## config.mk

```make
export PLATFORM = sky130hd
export DESIGN_NAME = bit_timer
export DESIGN_NICKNAME = d
export VERILOG_FILES = /design/src/verilog/bit_pkg.sv /design/src/verilog/bit_timer.sv
export SDC_FILE = /design/constraint.sdc
export NUM_CORES = 1
export LEC_CHECK = 0
export BUFFER_PORTS_ARGS = -buffer_cell sky130_fd_sc_hd__buf_2
export CORE_UTILIZATION = 28
export DETAILED_ROUTE_END_ITERATION = 8
export SLEW_MARGIN = 0
export SYNTH_ARGS = -nofsm -noshare
export SYNTH_HDL_FRONTEND = slang
export SYNTH_SLANG_ARGS = --single-unit
```

## constraint.sdc

```tcl
create_clock -name aclk -period 3.36 [get_ports aclk]
set_clock_uncertainty 0.15 [all_clocks]
set_input_delay 0.84 -clock aclk [delete_from_list [all_inputs] [get_ports aclk]]
set_output_delay 0.84 -clock aclk [all_outputs]
set_load 0.02 [all_outputs]
```

## src/verilog/bit_pkg.sv

```systemverilog
// package for the basic interval timer: register map, field layout, prescale codes
// assumes a 32-bit axi4-lite register bus and a single 100 MHz clock
package bit_pkg;

	// ==========================================================
	// register map (byte addresses, printed offsets are not word aligned)
	localparam int          REG_ADDR_W       = 12;
	localparam int          TIMER_MODE_IDX   = 'hd8;
	localparam int          TIMER_COUNT_IDX  = 'hd9;
	localparam int          IRQ_STATUS_IDX   = 'hda;
	localparam int          IRQ_MASK_IDX     = 'hdb;
	localparam logic [11:0] TIMER_MODE_ADDR  = 12'(TIMER_MODE_IDX * 4);
	localparam logic [11:0] TIMER_COUNT_ADDR = 12'(TIMER_COUNT_IDX * 4);
	localparam logic [11:0] IRQ_STATUS_ADDR  = 12'(IRQ_STATUS_IDX * 4);
	localparam logic [11:0] IRQ_MASK_ADDR    = 12'(IRQ_MASK_IDX * 4);

	// ==========================================================
	// fields and reset values
	localparam int         RUN_BIT        = 7;
	localparam int         RATE_LSB       = 4;
	localparam int         RATE_W         = 3;
	localparam int         COUNT_MSB      = 7;
	localparam int         STAT_OVF_BIT   = 0;
	localparam logic [7:0] MODE_WR_MASK   = 8'hf0;
	localparam logic [7:0] MODE_RESET     = 8'h00;
	localparam logic [7:0] COUNT_RESET    = 8'h00;
	localparam logic [7:0] COUNT_ONE      = 8'h01;
	localparam logic [0:0] IRQ_RESET      = 1'h0;
	localparam logic [7:0] PRESC_RESET    = 8'h00;
	localparam logic [7:0] PRESC_ONE      = 8'h01;

	// ==========================================================
	// axi responses
	localparam logic [1:0] RESP_OKAY      = 2'h0;
	localparam logic [1:0] RESP_SLVERR    = 2'h2;

	// ==========================================================
	// clock period in nanoseconds
	localparam int CLK_PERIOD_NS = 10;

	typedef struct packed {
		logic       run;
		logic [2:0] rate;
	} bit_mode_s;

endpackage

```

## src/verilog/bit_timer.sv

```systemverilog
// basic 8-bit interval timer with prescaler, overflow flag, mask and irq
// assumes an axi4-lite master on aclk; the cpu clock here is aclk itself
`timescale 1ns/100ps

// Overview of operation
// - mode bits 6..4 pick clock divide 256 (000) down to 2 (111).
// - mode bit 7 runs the counter when 1, stops it when 0; reset 0.
// - count register is 8-bit read/write, cleared at reset.
// - counter steps once per prescaled tick, wraps ff to 00 and flags overflow.
// - flag sets on any count bit 7 fall, running or not, writes included.
// - a pending flag raises the irq the cycle after its mask enables it.
// - overflow while running pulses a wake output for the low-power mode.
module bit_timer (
	// clock and reset
	input  wire logic        aclk,
	input  wire logic        aresetn,
	// axi4-lite write address
	input  wire logic [11:0] s_axi_awaddr,
	input  wire logic        s_axi_awvalid,
	output logic             s_axi_awready,
	// axi4-lite write data
	input  wire logic [31:0] s_axi_wdata,
	input  wire logic [3:0]  s_axi_wstrb,
	input  wire logic        s_axi_wvalid,
	output logic             s_axi_wready,
	// axi4-lite write response
	output logic [1:0]       s_axi_bresp,
	output logic             s_axi_bvalid,
	input  wire logic        s_axi_bready,
	// axi4-lite read address
	input  wire logic [11:0] s_axi_araddr,
	input  wire logic        s_axi_arvalid,
	output logic             s_axi_arready,
	// axi4-lite read data
	output logic [31:0]      s_axi_rdata,
	output logic [1:0]       s_axi_rresp,
	output logic             s_axi_rvalid,
	input  wire logic        s_axi_rready,
	// system
	output logic             irq,
	output logic             wake
);

	// ==========================================================
	// state
	bit_pkg::bit_mode_s mode_reg,   mode_next;
	logic [7:0]         count_reg,  count_next;
	logic [7:0]         presc_reg,  presc_next;
	logic               stat_reg,   stat_next;
	logic               mask_reg,   mask_next;
	logic               irq_reg,    irq_next;
	logic               wake_reg,   wake_next;
	logic               awok_reg,   awok_next;
	logic [11:0]        awaddr_reg, awaddr_next;
	logic               wok_reg,    wok_next;
	logic [31:0]        wdata_reg,  wdata_next;
	logic [3:0]         wstrb_reg,  wstrb_next;
	logic               bvalid_reg, bvalid_next;
	logic [1:0]         bresp_reg,  bresp_next;
	logic               rvalid_reg, rvalid_next;
	logic [31:0]        rdata_reg,  rdata_next;
	logic [1:0]         rresp_reg,  rresp_next;

	// divide ratio minus one for a rate code: 000 -> 255, 111 -> 1
	function automatic logic [7:0] rate_limit(input logic [2:0] rate);
		rate_limit = 8'((16'h0100 >> rate) - 16'h0001);
	endfunction

	function automatic logic addr_known(input logic [11:0] a);
		addr_known = (a == bit_pkg::TIMER_MODE_ADDR) || (a == bit_pkg::TIMER_COUNT_ADDR) ||
		             (a == bit_pkg::IRQ_STATUS_ADDR) || (a == bit_pkg::IRQ_MASK_ADDR);
	endfunction

	// ==========================================================
	// write path
	logic        do_write;
	logic        lane0;
	logic [7:0]  wbyte;
	logic        tick;
	logic        ovf;

	// a write with wstrb[0] low is answered but changes nothing
	// unmapped addresses answer slverr and change nothing
	always_comb begin
		awok_next   = awok_reg;
		awaddr_next = awaddr_reg;
		wok_next    = wok_reg;
		wdata_next  = wdata_reg;
		wstrb_next  = wstrb_reg;
		bvalid_next = bvalid_reg;
		bresp_next  = bresp_reg;
		if (s_axi_awvalid && !awok_reg) begin
			awok_next   = 1'b1;
			awaddr_next = s_axi_awaddr;
		end
		if (s_axi_wvalid && !wok_reg) begin
			wok_next   = 1'b1;
			wdata_next = s_axi_wdata;
			wstrb_next = s_axi_wstrb;
		end
		// address and data held until both are in, then one response
		do_write = awok_reg && wok_reg && !bvalid_reg;
		if (do_write) begin
			awok_next   = 1'b0;
			wok_next    = 1'b0;
			bvalid_next = 1'b1;
			bresp_next  = addr_known(awaddr_reg) ? bit_pkg::RESP_OKAY : bit_pkg::RESP_SLVERR;
		end else if (bvalid_reg && s_axi_bready) begin
			bvalid_next = 1'b0;
		end
	end

	// ==========================================================
	// prescaler, counter, flag
	always_comb begin
		lane0      = do_write && wstrb_reg[0];
		wbyte      = wdata_reg[7:0];
		mode_next  = mode_reg;
		count_next = count_reg;
		presc_next = presc_reg;
		mask_next  = mask_reg;
		tick       = 1'b0;
		if (mode_reg.run) begin
			if (presc_reg >= rate_limit(mode_reg.rate)) begin
				presc_next = bit_pkg::PRESC_RESET;
				tick       = 1'b1;
			end else begin
				presc_next = presc_reg + bit_pkg::PRESC_ONE;
			end
		end else begin
			// stopped timer restarts a fresh step
			presc_next = bit_pkg::PRESC_RESET;
		end
		// step once per tick, wrap over 256 steps
		if (tick) begin
			count_next = count_reg + bit_pkg::COUNT_ONE;
		end
		// software write wins over the step
		if (lane0 && awaddr_reg == bit_pkg::TIMER_COUNT_ADDR) begin
			count_next = wbyte;
		end
		// run bit and rate, low nibble unimplemented
		if (lane0 && awaddr_reg == bit_pkg::TIMER_MODE_ADDR) begin
			mode_next.run  = wbyte[bit_pkg::RUN_BIT];
			mode_next.rate = wbyte[bit_pkg::RATE_LSB +: bit_pkg::RATE_W];
		end
		if (lane0 && awaddr_reg == bit_pkg::IRQ_MASK_ADDR) begin
			mask_next = wbyte[bit_pkg::STAT_OVF_BIT];
		end
		// any fall of bit 7, write or count
		ovf = count_reg[bit_pkg::COUNT_MSB] && !count_next[bit_pkg::COUNT_MSB];
		// set wins over a write-one clear in the same cycle
		stat_next = stat_reg;
		if (lane0 && awaddr_reg == bit_pkg::IRQ_STATUS_ADDR && wbyte[bit_pkg::STAT_OVF_BIT]) begin
			stat_next = 1'b0;
		end
		if (ovf) begin
			stat_next = 1'b1;
		end
		// pending flag shows one cycle after enable
		irq_next  = stat_reg && mask_reg;
		// wake pulse on overflow while running
		wake_next = ovf && mode_reg.run;
	end

	// ==========================================================
	// read path
	logic [7:0] rbyte;

	always_comb begin
		rvalid_next = rvalid_reg;
		rdata_next  = rdata_reg;
		rresp_next  = rresp_reg;
		// registers read back in the low byte, upper bits zero
		// reads have no side effects, so a repeated read is harmless
		unique case (s_axi_araddr)
			bit_pkg::TIMER_MODE_ADDR:  rbyte = {mode_reg.run, mode_reg.rate, 4'h0};
			bit_pkg::TIMER_COUNT_ADDR: rbyte = count_reg;
			bit_pkg::IRQ_STATUS_ADDR:  rbyte = {7'h00, stat_reg};
			bit_pkg::IRQ_MASK_ADDR:    rbyte = {7'h00, mask_reg};
			default:                   rbyte = 8'h00;
		endcase
		if (s_axi_arvalid && !rvalid_reg) begin
			rvalid_next = 1'b1;
			rdata_next  = {24'h000000, rbyte};
			rresp_next  = addr_known(s_axi_araddr) ? bit_pkg::RESP_OKAY : bit_pkg::RESP_SLVERR;
		end else if (rvalid_reg && s_axi_rready) begin
			rvalid_next = 1'b0;
		end
	end

	// ==========================================================
	// registers
	// one synchronous reset for all state; outputs come from these flops
	// irq drops a cycle after the flag or its enable clears
	always_ff @(posedge aclk) begin
		if (!aresetn) begin
			mode_reg   <= '{run: 1'b0, rate: 3'h0};
			count_reg  <= bit_pkg::COUNT_RESET;
			presc_reg  <= bit_pkg::PRESC_RESET;
			stat_reg   <= bit_pkg::IRQ_RESET;
			mask_reg   <= bit_pkg::IRQ_RESET;
			irq_reg    <= 1'b0;
			wake_reg   <= 1'b0;
			awok_reg   <= 1'b0;
			awaddr_reg <= 12'h000;
			wok_reg    <= 1'b0;
			wdata_reg  <= 32'h00000000;
			wstrb_reg  <= 4'h0;
			bvalid_reg <= 1'b0;
			bresp_reg  <= bit_pkg::RESP_OKAY;
			rvalid_reg <= 1'b0;
			rdata_reg  <= 32'h00000000;
			rresp_reg  <= bit_pkg::RESP_OKAY;
		end else begin
			mode_reg   <= mode_next;
			count_reg  <= count_next;
			presc_reg  <= presc_next;
			stat_reg   <= stat_next;
			mask_reg   <= mask_next;
			irq_reg    <= irq_next;
			wake_reg   <= wake_next;
			awok_reg   <= awok_next;
			awaddr_reg <= awaddr_next;
			wok_reg    <= wok_next;
			wdata_reg  <= wdata_next;
			wstrb_reg  <= wstrb_next;
			bvalid_reg <= bvalid_next;
			bresp_reg  <= bresp_next;
			rvalid_reg <= rvalid_next;
			rdata_reg  <= rdata_next;
			rresp_reg  <= rresp_next;
		end
	end

	// ready is high while the holding slot is empty, so each beat is taken once
	assign s_axi_awready = !awok_reg;
	assign s_axi_wready  = !wok_reg;
	assign s_axi_bvalid  = bvalid_reg;
	assign s_axi_bresp   = bresp_reg;
	assign s_axi_arready = !rvalid_reg;
	assign s_axi_rvalid  = rvalid_reg;
	assign s_axi_rdata   = rdata_reg;
	assign s_axi_rresp   = rresp_reg;
	assign irq           = irq_reg;
	assign wake          = wake_reg;

endmodule

```

==> results.yml, run 1 <==
critical_path:
  reg2reg_slack_ps: 350
  startpoint_type: "flip-flop"
  critPathMaxFanout: 10
  path_class: "reg2reg"
  reg2reg_to: "count_reg[5]"
  r2r_cells: 11
  worst_ep_required_time_ps: 3470
  end_kind: "flip-flop"
  timing.rr.start: "mode_reg[1]"
  worst_ep_arrival_time_ps: 3130
place:
  place_hpwl_um: 4770
  gp_congestion: 0.790
  dp_slack_ps: 171
  portBuffers: 56
cts:
  insertion_delay_ps: 340
  cts_buffers: 9
  clkSlewWorstSetupHoldPaths_ps: 70
  cts-root-buf: "clkbuf_8"
  clockBufferDepth: 2
  htree_levels: 3
  clock_sinks: 59
  ctsHoldBuffers: 0
  cts_tree: "yes"
floorplan:
  top_level_ports: 110
  num_rows: 36
  start_util_pct: 29.3
  chipHeight_um: 104
  dieArea_um2: 10800
  die_w_um: 104
  coreArea_um2: 9950
timing:
  grt_setup_unrepaired: "false"
  drv_slew: 0
  fin_crit_sh_pct: 89.6
  maxSlewHeadroom_pct: 53.3
  fin_ws_ps: 349
  finalCriticalPeriod_ps: 3010
  setup_viol: 0
  hold_viol_final: 0
  tightest_slew_ps: 699
  fin_setup_tns_ps: 0
  max_clock_freq_ghz: 0.332
detailed_routing:
  drtIter0Drc: 131
  via_per_inst: 4.49
  wl_um: 6210
  wl_per_cell_um: 11.4
  drc: 0
  postRouteAntennaNets: 0
  via_count: 2457
  firstDrtPassIters: 4
global_route:
  grt-ovfl-total: 0
  grt_pass1_wl_um: 10600
  grt_start_max_net_pins: 20
  track_usage_pct: 12.2
  antenna_found_initial: 0
  grt_pass1_vias: 2299
synth:
  synth_area_per_cell_um2: 8.15
  ys.flop_type: "dfxtp_1"
  synth_edf_count: 0
  synthesis.area_um2: 2920
  async_flop_share_pct: 0
  synthDistinctLibCells: 43
  ys_seq_area_share_pct: 40.5
  yosys_warnings: 0
  yosys_register_bits: 59
  syn_inst: 358
outcome:
  run_status: "completed"
min_path:
  hold_end: "awaddr_reg[11]"
  min_path_cells: 2
  hold_start: "awaddr_reg[11]"
  hp-class: "reg2reg"
cells_and_area:
  multi_input_area_um2: 1530
  regArea_um2: 1180
  n_fill_cell: 1046
  insertedDiodeCount: 0
  post_route_cells_drive_above_1_share_pct: 20.5
  final_cell_mix: "dfxtp_1, buf_2, nand2_1"
  fin_nets: 486
  layout_commonest_cell: "dfxtp_1"
  syn2layout_area_growth_pct: 18.0
  largest_reg_flops: 12
power:
  leakage_nw: 1.47
  peakVddDrop_uv: 235
  p_per_area_nw_per_um2: 462
flow_run:
  maxCapViolCount: 0
-- synth_stat cells (2+ instances only) --
cell	number	area, um^2
a22oi_1	4	30.0
nand2_1	55	206
nor3_1	2	10.0
nor2b_1	3	18.8
or3b_2	3	26.3
nor4_1	2	12.5
ha_1	10	125
mux2i_1	12	120
clkbuf_1	17	63.8
xor2_1	5	43.8
inv_1	10	37.5
or4_4	2	22.5
xnor2_1	5	43.8
nand3b_1	4	30.0
or2_2	3	18.8
o21ai_0	11	55.1
and3_1	4	25.0
or4_1	3	22.5
nand4_1	3	18.8
buf_4	26	195
a211oi_1	3	22.5
a31oi_1	5	31.3
or3_1	6	37.5
nor2_1	36	135
a21oi_1	38	190
nand3_1	9	45.0
nand4b_1	2	17.5
o31ai_1	2	15.0
dfxtp_1	59	1180
-- timing repair --
| item | 4_1_cts | 5_1_grt |
|---|---|---|
| setup buffers | 0 | 0 |
| resized for setup | 0 | 2 |
| endpoints found under the setup margin | 0 | 14 |
-- area by class of cell --
| class | count | share of cell area (%) |
|---|---|---|
| clock buffer | 10 | 4.00 |
| clock inverter | 6 | 2.58 |
| inverter | 10 | 1.09 |
| multi-input combinational | 270 | 44.4 |
| sequential | 59 | 34.3 |
| tap | 133 | 4.83 |
| timing repair buffer | 59 | 8.80 |
-- worst max-delay path, stage by stage, from the launching register on --
cell and delay (ps):
dfxtp_1 500, nand3_1 150, ha_1 290, xnor2_1 150, nor2_1 100, a31oi_1 50
ha_1 350, nand2_1 60, o21ai_1 280, a21oi_1 170, or4_1 540, a31oi_1 160
-- power by group --
part           internal (mW)  switching [mW]  total [mW]
registers              0.720          0.0155       0.735
logic                 0.0438          0.0848       0.129
clock network          0.437           0.288       0.725
total                   1.20           0.388        1.59
-- cell families after synthesis --
family	count (synthesis)	share of synthesized area, %
XOR/XNOR	10	3.00
flip-flops	59	40.5
buffers and inverters	54	10.3
adder cells (fa/ha/maj)	10	4.29
other	1	0.129
multiplexers	13	4.50
AND/OR/NAND/NOR	145	24.6
AO/OA/AOI/OAI	66	12.7
-- layer usage --
metal  up-vias  global-route usage (%)  share of wire (%)
met4         0                    5.31                1.4
met1      1091                    16.1                 51
met3         5                    4.14                5.7
li1       1276                       -                  -
met2        85                    17.9                 42
met5         -                       0                  0
-- per-stage QoR --
stage          area [um^2]  total power [mW]  utilization (%)  cells  hold slack [ps]
2_1_floorplan         3010             0.857                -    383              280
3_3_place_gp          3220             0.878             32.3    531              291
3_5_place_dp          3220             0.880             32.3    531              300
4_1_cts               3440              1.61             34.6    547              310
5_1_grt               3440              1.66             34.6    547              338
6_report              3440              1.59             34.6    547              307
-- how the worst max path moves through the flow --
stage                     start           end  depth (start not counted)
floorplan           mode_reg[1]  count_reg[7]                         13
global placement    mode_reg[1]          wake                         11
detailed placement  mode_reg[1]  count_reg[5]                         11
CTS                 mode_reg[1]          wake                         11
global route        mode_reg[1]  presc_reg[6]                         11
finish              mode_reg[1]  count_reg[5]                         11
No activity file was read; power rests on OpenSTA's default activity.
==> inputs of run 2 (changes only) <==
--- a/config.mk
+++ b/config.mk
@@ -6,8 +6,12 @@
 export NUM_CORES = 1
 export LEC_CHECK = 0
 export BUFFER_PORTS_ARGS = -buffer_cell sky130_fd_sc_hd__buf_2
+export CELL_PAD_IN_SITES_DETAIL_PLACEMENT = 0
+export CELL_PAD_IN_SITES_GLOBAL_PLACEMENT = 1
+export CORE_MARGIN = 2
 export CORE_UTILIZATION = 28
 export DETAILED_ROUTE_END_ITERATION = 8
+export PLACE_DENSITY_LB_ADDON = 0.1
 export SLEW_MARGIN = 0
 export SYNTH_ARGS = -nofsm -noshare
 export SYNTH_HDL_FRONTEND = slang
==> run 2 against run 1 <==
  * Combinational power barely moved
  * Global-route usage rose by 0.61 points
  * Final cell count rose by 0.73%
  * Clock power fell by 24%
  * Hold slack got worse by 1.1 ps
  * Sequential share of layout area rose by 0.26 points
  * Sequential power barely moved
  * Setup slack got worse by 56 ps
  * Critical endpoint is now count_reg[7]
==> results.yml, run 2 (synthesis results as in run 1) <==
timing:
  finalCriticalPeriod_ps: 3070
  fin_setup_tns_ps: 0
  fin_crit_sh_pct: 91.3
  drv_slew: 0
  tightest_slew_ps: 815
  max_clock_freq_ghz: 0.326
  hold_viol_final: 0
  maxSlewHeadroom_pct: 45.5
  setup_viol: 0
  grt_setup_unrepaired: "false"
  fin_ws_ps: 293
cells_and_area:
  multi_input_area_um2: 1540
  fin_util_pct: 33.4
  insertedDiodeCount: 0
  fin_area_um2: 3420
  n_fill_cell: 1112
  layout_commonest_cell: "dfxtp_1"
  fin_nets: 487
  syn2layout_area_growth_pct: 17.1
  final_cell_mix: "dfxtp_1, buf_2, nand2_1"
  regArea_um2: 1180
  post_route_cells_drive_above_1_share_pct: 21.0
  largest_reg_flops: 12
floorplan:
  dieArea_um2: 11200
  chipHeight_um: 106
  top_level_ports: 110
  num_rows: 37
  start_util_pct: 28.5
  die_w_um: 106
  coreArea_um2: 10200
power:
  combPwrFrac_pct: 9.2
  clkPwrFrac_pct: 39.0
  internal_power_mw: 1.03
  switching_share_pct: 27.5
  leakage_nw: 1.47
  peakVddDrop_uv: 173
  switchingPower_mw: 0.391
  p_per_area_nw_per_um2: 415
  p_seq_share_pct: 51.8
place:
  place_area_um2: 3240
  place_hpwl_um: 5020
  portBuffers: 56
  gp_congestion: 0.698
  dp_slack_ps: 115
cts:
  insertion_delay_ps: 340
  clkSlewWorstSetupHoldPaths_ps: 70
  cts_buffers: 9
  ctsHoldBuffers: 0
  htree_levels: 3
  clock_sinks: 59
  clockBufferDepth: 2
  cts-root-buf: "clkbuf_8"
  cts_tree: "yes"
  postCtsSetupRepairBufs: 0
detailed_routing:
  via_count: 2436
  via_per_inst: 4.42
  wl_um: 6760
  drc: 0
  wl_per_cell_um: 12.3
  postRouteAntennaNets: 0
  drtIter0Drc: 145
  firstDrtPassIters: 5
critical_path:
  worst_ep_arrival_time_ps: 3150
  critical-path-slowest-cell: "dfxtp_1"
  path_buf_inv: 1
  path_class: "reg2reg"
  critPathMaxFanout: 9
  crit_top_cell: "ha_1"
  cpPeakStageDelay_ps: 500
  end_kind: "flip-flop"
  startpoint_type: "flip-flop"
  crit_family: "simple AND/OR/NAND/NOR gates"
  worst_ep_required_time_ps: 3440
  worstPathCellList: "nand3_1 -> ha_1 -> xor2_1 -> ha_1 -> a21oi_1 -> o21ai_0 -> buf_4 -> a22o_1 -> or3b_2 -> and4b_1"
global_route:
  track_usage_pct: 12.8
  grt_pass1_wl_um: 11300
  grt_start_max_net_pins: 23
  antenna_found_initial: 0
  grt-ovfl-total: 0
  grt_pass1_vias: 2338
min_path:
  hp-class: "reg2reg"
outcome:
  run_status: "completed"
flow_run:
  maxCapViolCount: 0
[run 2: changes by cell type in the layout (fill, tap and decap cells not counted), moves of 2 or more]
cell / previous run / this run
bufinv_16: 2 / 0
clkbuf_1: 0 / 2
o21ai_1: 2 / 0
clkinv_2: 1 / 3
[run 2: power by group through the flow]
stage	clock network, mW	registers (mW)	logic (mW)
global placement	0	0.751	0.132
global route	0.610	0.739	0.147
finish	0.553	0.735	0.131
detailed placement	0	0.751	0.132
CTS	0.577	0.735	0.132
floorplan	0	0.750	0.107
[run 2: worst register-to-register path, cell delays in order, from the launching register on]
cell and delay (ps):
dfxtp_1 500, nand3_1 150, ha_1 290, xor2_1 190, ha_1 290, a21oi_1 130, o21ai_0 200, buf_4 210
a22o_1 230, or3b_2 440, and4b_1 190
[run 2: metal layers]
| layer | GRT usage (%) | vias to the layer above | part of all wire (%) |
|---|---|---|---|
| li1 | - | 1280 | - |
| met1 | 17.7 | 1078 | 53 |
| met2 | 18.0 | 69 | 39 |
| met3 | 3.99 | 9 | 6.0 |
| met4 | 5.73 | 0 | 1.8 |
| met5 | 0 | - | 0 |
[run 2: path summary, 6_finish.rpt]
| kind | slack (ps) | cells past startpoint | endpoint | start |
|---|---|---|---|---|
| setup / recovery | 290 | 10 | count_reg[7] | mode_reg[2] |
| hold / removal | 310 | 2 | awaddr_reg[11] | awaddr_reg[11] |
| setup reg to reg | 290 | 10 | count_reg[7] | mode_reg[2] |
| hold reg to reg | 310 | 2 | awaddr_reg[11] | awaddr_reg[11] |
[run 2: final cells by class]
class,count,share of cell area (%)
Sequential cell,59,34.6
Tap cell,136,4.98
Clock buffer,11,3.85
Multi-Input combinational cell,270,45.2
Clock inverter,5,0.879
Inverter,10,1.10
Timing Repair Buffer,60,9.45
[run 2: per-stage QoR]
stage / total power, mW / std cells / hold slack (ps)
after global placement: 0.883 / 535 / 294
after global routing: 1.50 / 551 / 337
final: 1.42 / 551 / 306
after floorplan: 0.857 / 383 / 280
after CTS: 1.44 / 551 / 305
after detailed placement: 0.883 / 535 / 295
[run 2: what timing repair did]
action                                 CTS  global route
endpoints found under the hold margin    0             0
setup endpoints to repair                0            16
gates resized for setup                  0             4
==> inputs of run 3 (changes only) <==
--- a/config.mk
+++ b/config.mk
@@ -11,7 +11,7 @@
 export CORE_MARGIN = 2
 export CORE_UTILIZATION = 28
 export DETAILED_ROUTE_END_ITERATION = 8
-export PLACE_DENSITY_LB_ADDON = 0.1
+export PLACE_DENSITY = 0.69
 export SLEW_MARGIN = 0
 export SYNTH_ARGS = -nofsm -noshare
 export SYNTH_HDL_FRONTEND = slang
==> run 3 against run 2 <==
  * Die area is the same
  * Total power increased by 7.0%
  * Global-route usage decreased by 0.95 points
  * Combinational power hardly changed
  * Clock power rose by 18%
  * Sequential share of layout area fell by 0.16 points
  * Register-to-register slack hardly changed
  * Via count increased by 1.4%
==> results.yml, run 3 (synthesis results as in run 1) <==
floorplan:
  chipHeight_um: 106
  num_rows: 37
  top_level_ports: 110
  coreArea_um2: 10200
  die_w_um: 106
  dieArea_um2: 11200
  start_util_pct: 28.5
critical_path:
  critPathMaxFanout: 9
  startpoint_type: "flip-flop"
  path_class: "reg2reg"
  worst_ep_arrival_time_ps: 3180
  reg2reg_slack_ps: 300
  worst_ep_required_time_ps: 3480
  end_kind: "flip-flop"
timing:
  hold_viol_final: 0
  max_clock_freq_ghz: 0.327
  drv_slew: 0
  fin_crit_sh_pct: 91.1
  maxSlewHeadroom_pct: 51.8
  setup_viol: 0
  fin_ws_ps: 297
  finalCriticalPeriod_ps: 3060
  fin_setup_tns_ps: 0
  grt_setup_unrepaired: "false"
  tightest_slew_ps: 721
  whs_ps: 310
cts:
  cts_buffers: 9
  insertion_delay_ps: 340
  cts-root-buf: "clkbuf_8"
  ctsHoldBuffers: 0
  cts_tree: "yes"
  htree_levels: 3
  clkSlewWorstSetupHoldPaths_ps: 70
  clock_sinks: 59
  clockBufferDepth: 2
power:
  peakVddDrop_uv: 204
  power_mw: 1.52
  p_per_area_nw_per_um2: 442
  leakage_nw: 1.47
place:
  place_hpwl_um: 4870
  place_inst: 535
  portBuffers: 56
  place_area_um2: 3230
  gp_congestion: 0.741
  dp_slack_ps: 210
cells_and_area:
  largest_reg_flops: 12
  fin_nets: 487
  post_route_cells_drive_above_1_share_pct: 21.0
  final_cell_mix: "dfxtp_1, buf_2, nand2_1"
  fin_util_pct: 33.5
  multi_input_area_um2: 1530
  fin_area_um2: 3430
  layout_commonest_cell: "dfxtp_1"
  insertedDiodeCount: 0
  syn2layout_area_growth_pct: 17.7
  final_cells: 551
  n_fill_cell: 1108
  regArea_um2: 1180
detailed_routing:
  wl_per_cell_um: 11.4
  drtIter0Drc: 98
  via_per_inst: 4.48
  wl_um: 6310
  firstDrtPassIters: 4
  via_count: 2469
  drc: 0
  postRouteAntennaNets: 0
global_route:
  track_usage_pct: 11.8
  grt_pass1_wl_um: 10500
  antenna_found_initial: 0
  grt-ovfl-total: 0
  grt_pass1_vias: 2209
  grt_start_max_net_pins: 16
min_path:
  hp-class: "reg2reg"
outcome:
  run_status: "completed"
flow_run:
  maxCapViolCount: 0
run 3: cell types whose count changed in the layout (fill, tap and decap cells not counted), sizes merged:
cell / change
bufinv: +1
clkbuf: -2
clkinvlp: -1
clkinv: +1
inv: +1
run 3: where the power goes:
| part | internal [mW] | switching [mW] | total [mW] |
|---|---|---|---|
| registers | 0.719 | 0.0158 | 0.735 |
| logic | 0.0437 | 0.0842 | 0.128 |
| clock network | 0.347 | 0.308 | 0.655 |
| total | 1.11 | 0.408 | 1.52 |
run 3: critical path, stage by stage, from the launching register on:
cell     delay (ps)
dfxtp_1         490
nand3_1         140
ha_1            290
xor2_1          190
ha_1            300
nand2_1          50
o21ai_0         490
a21oi_2         200
or4_1           540
a31oi_1         160
run 3: timing repair:
item,4_1_cts,5_1_grt
gates resized for setup,0,2
setup endpoints to repair,0,8
setup buffers,0,0
run 3: cell type report:
class / instances / share of cell area, %
Clock buffer: 9 / 3.61
Sequential cell: 59 / 34.4
Tap cell: 136 / 4.96
Multi-Input combinational cell: 270 / 44.6
Inverter: 10 / 1.09
Clock inverter: 7 / 2.26
Timing Repair Buffer: 60 / 9.04
run 3: routing by layer:
metal	global-route usage [%]	vias to the layer above	part of all wire, %
li1	-	1294	-
met1	16.6	1098	51
met2	17.0	67	42
met3	2.51	10	4.7
met4	5.92	0	2.1
met5	0	-	0
run 3: final timing paths:
check                  from             end  cells past startpoint
min reg2reg  awaddr_reg[10]  awaddr_reg[10]                      2
max             mode_reg[2]    count_reg[5]                      9
min          awaddr_reg[10]  awaddr_reg[10]                      2
max reg2reg     mode_reg[2]    count_reg[5]                      9
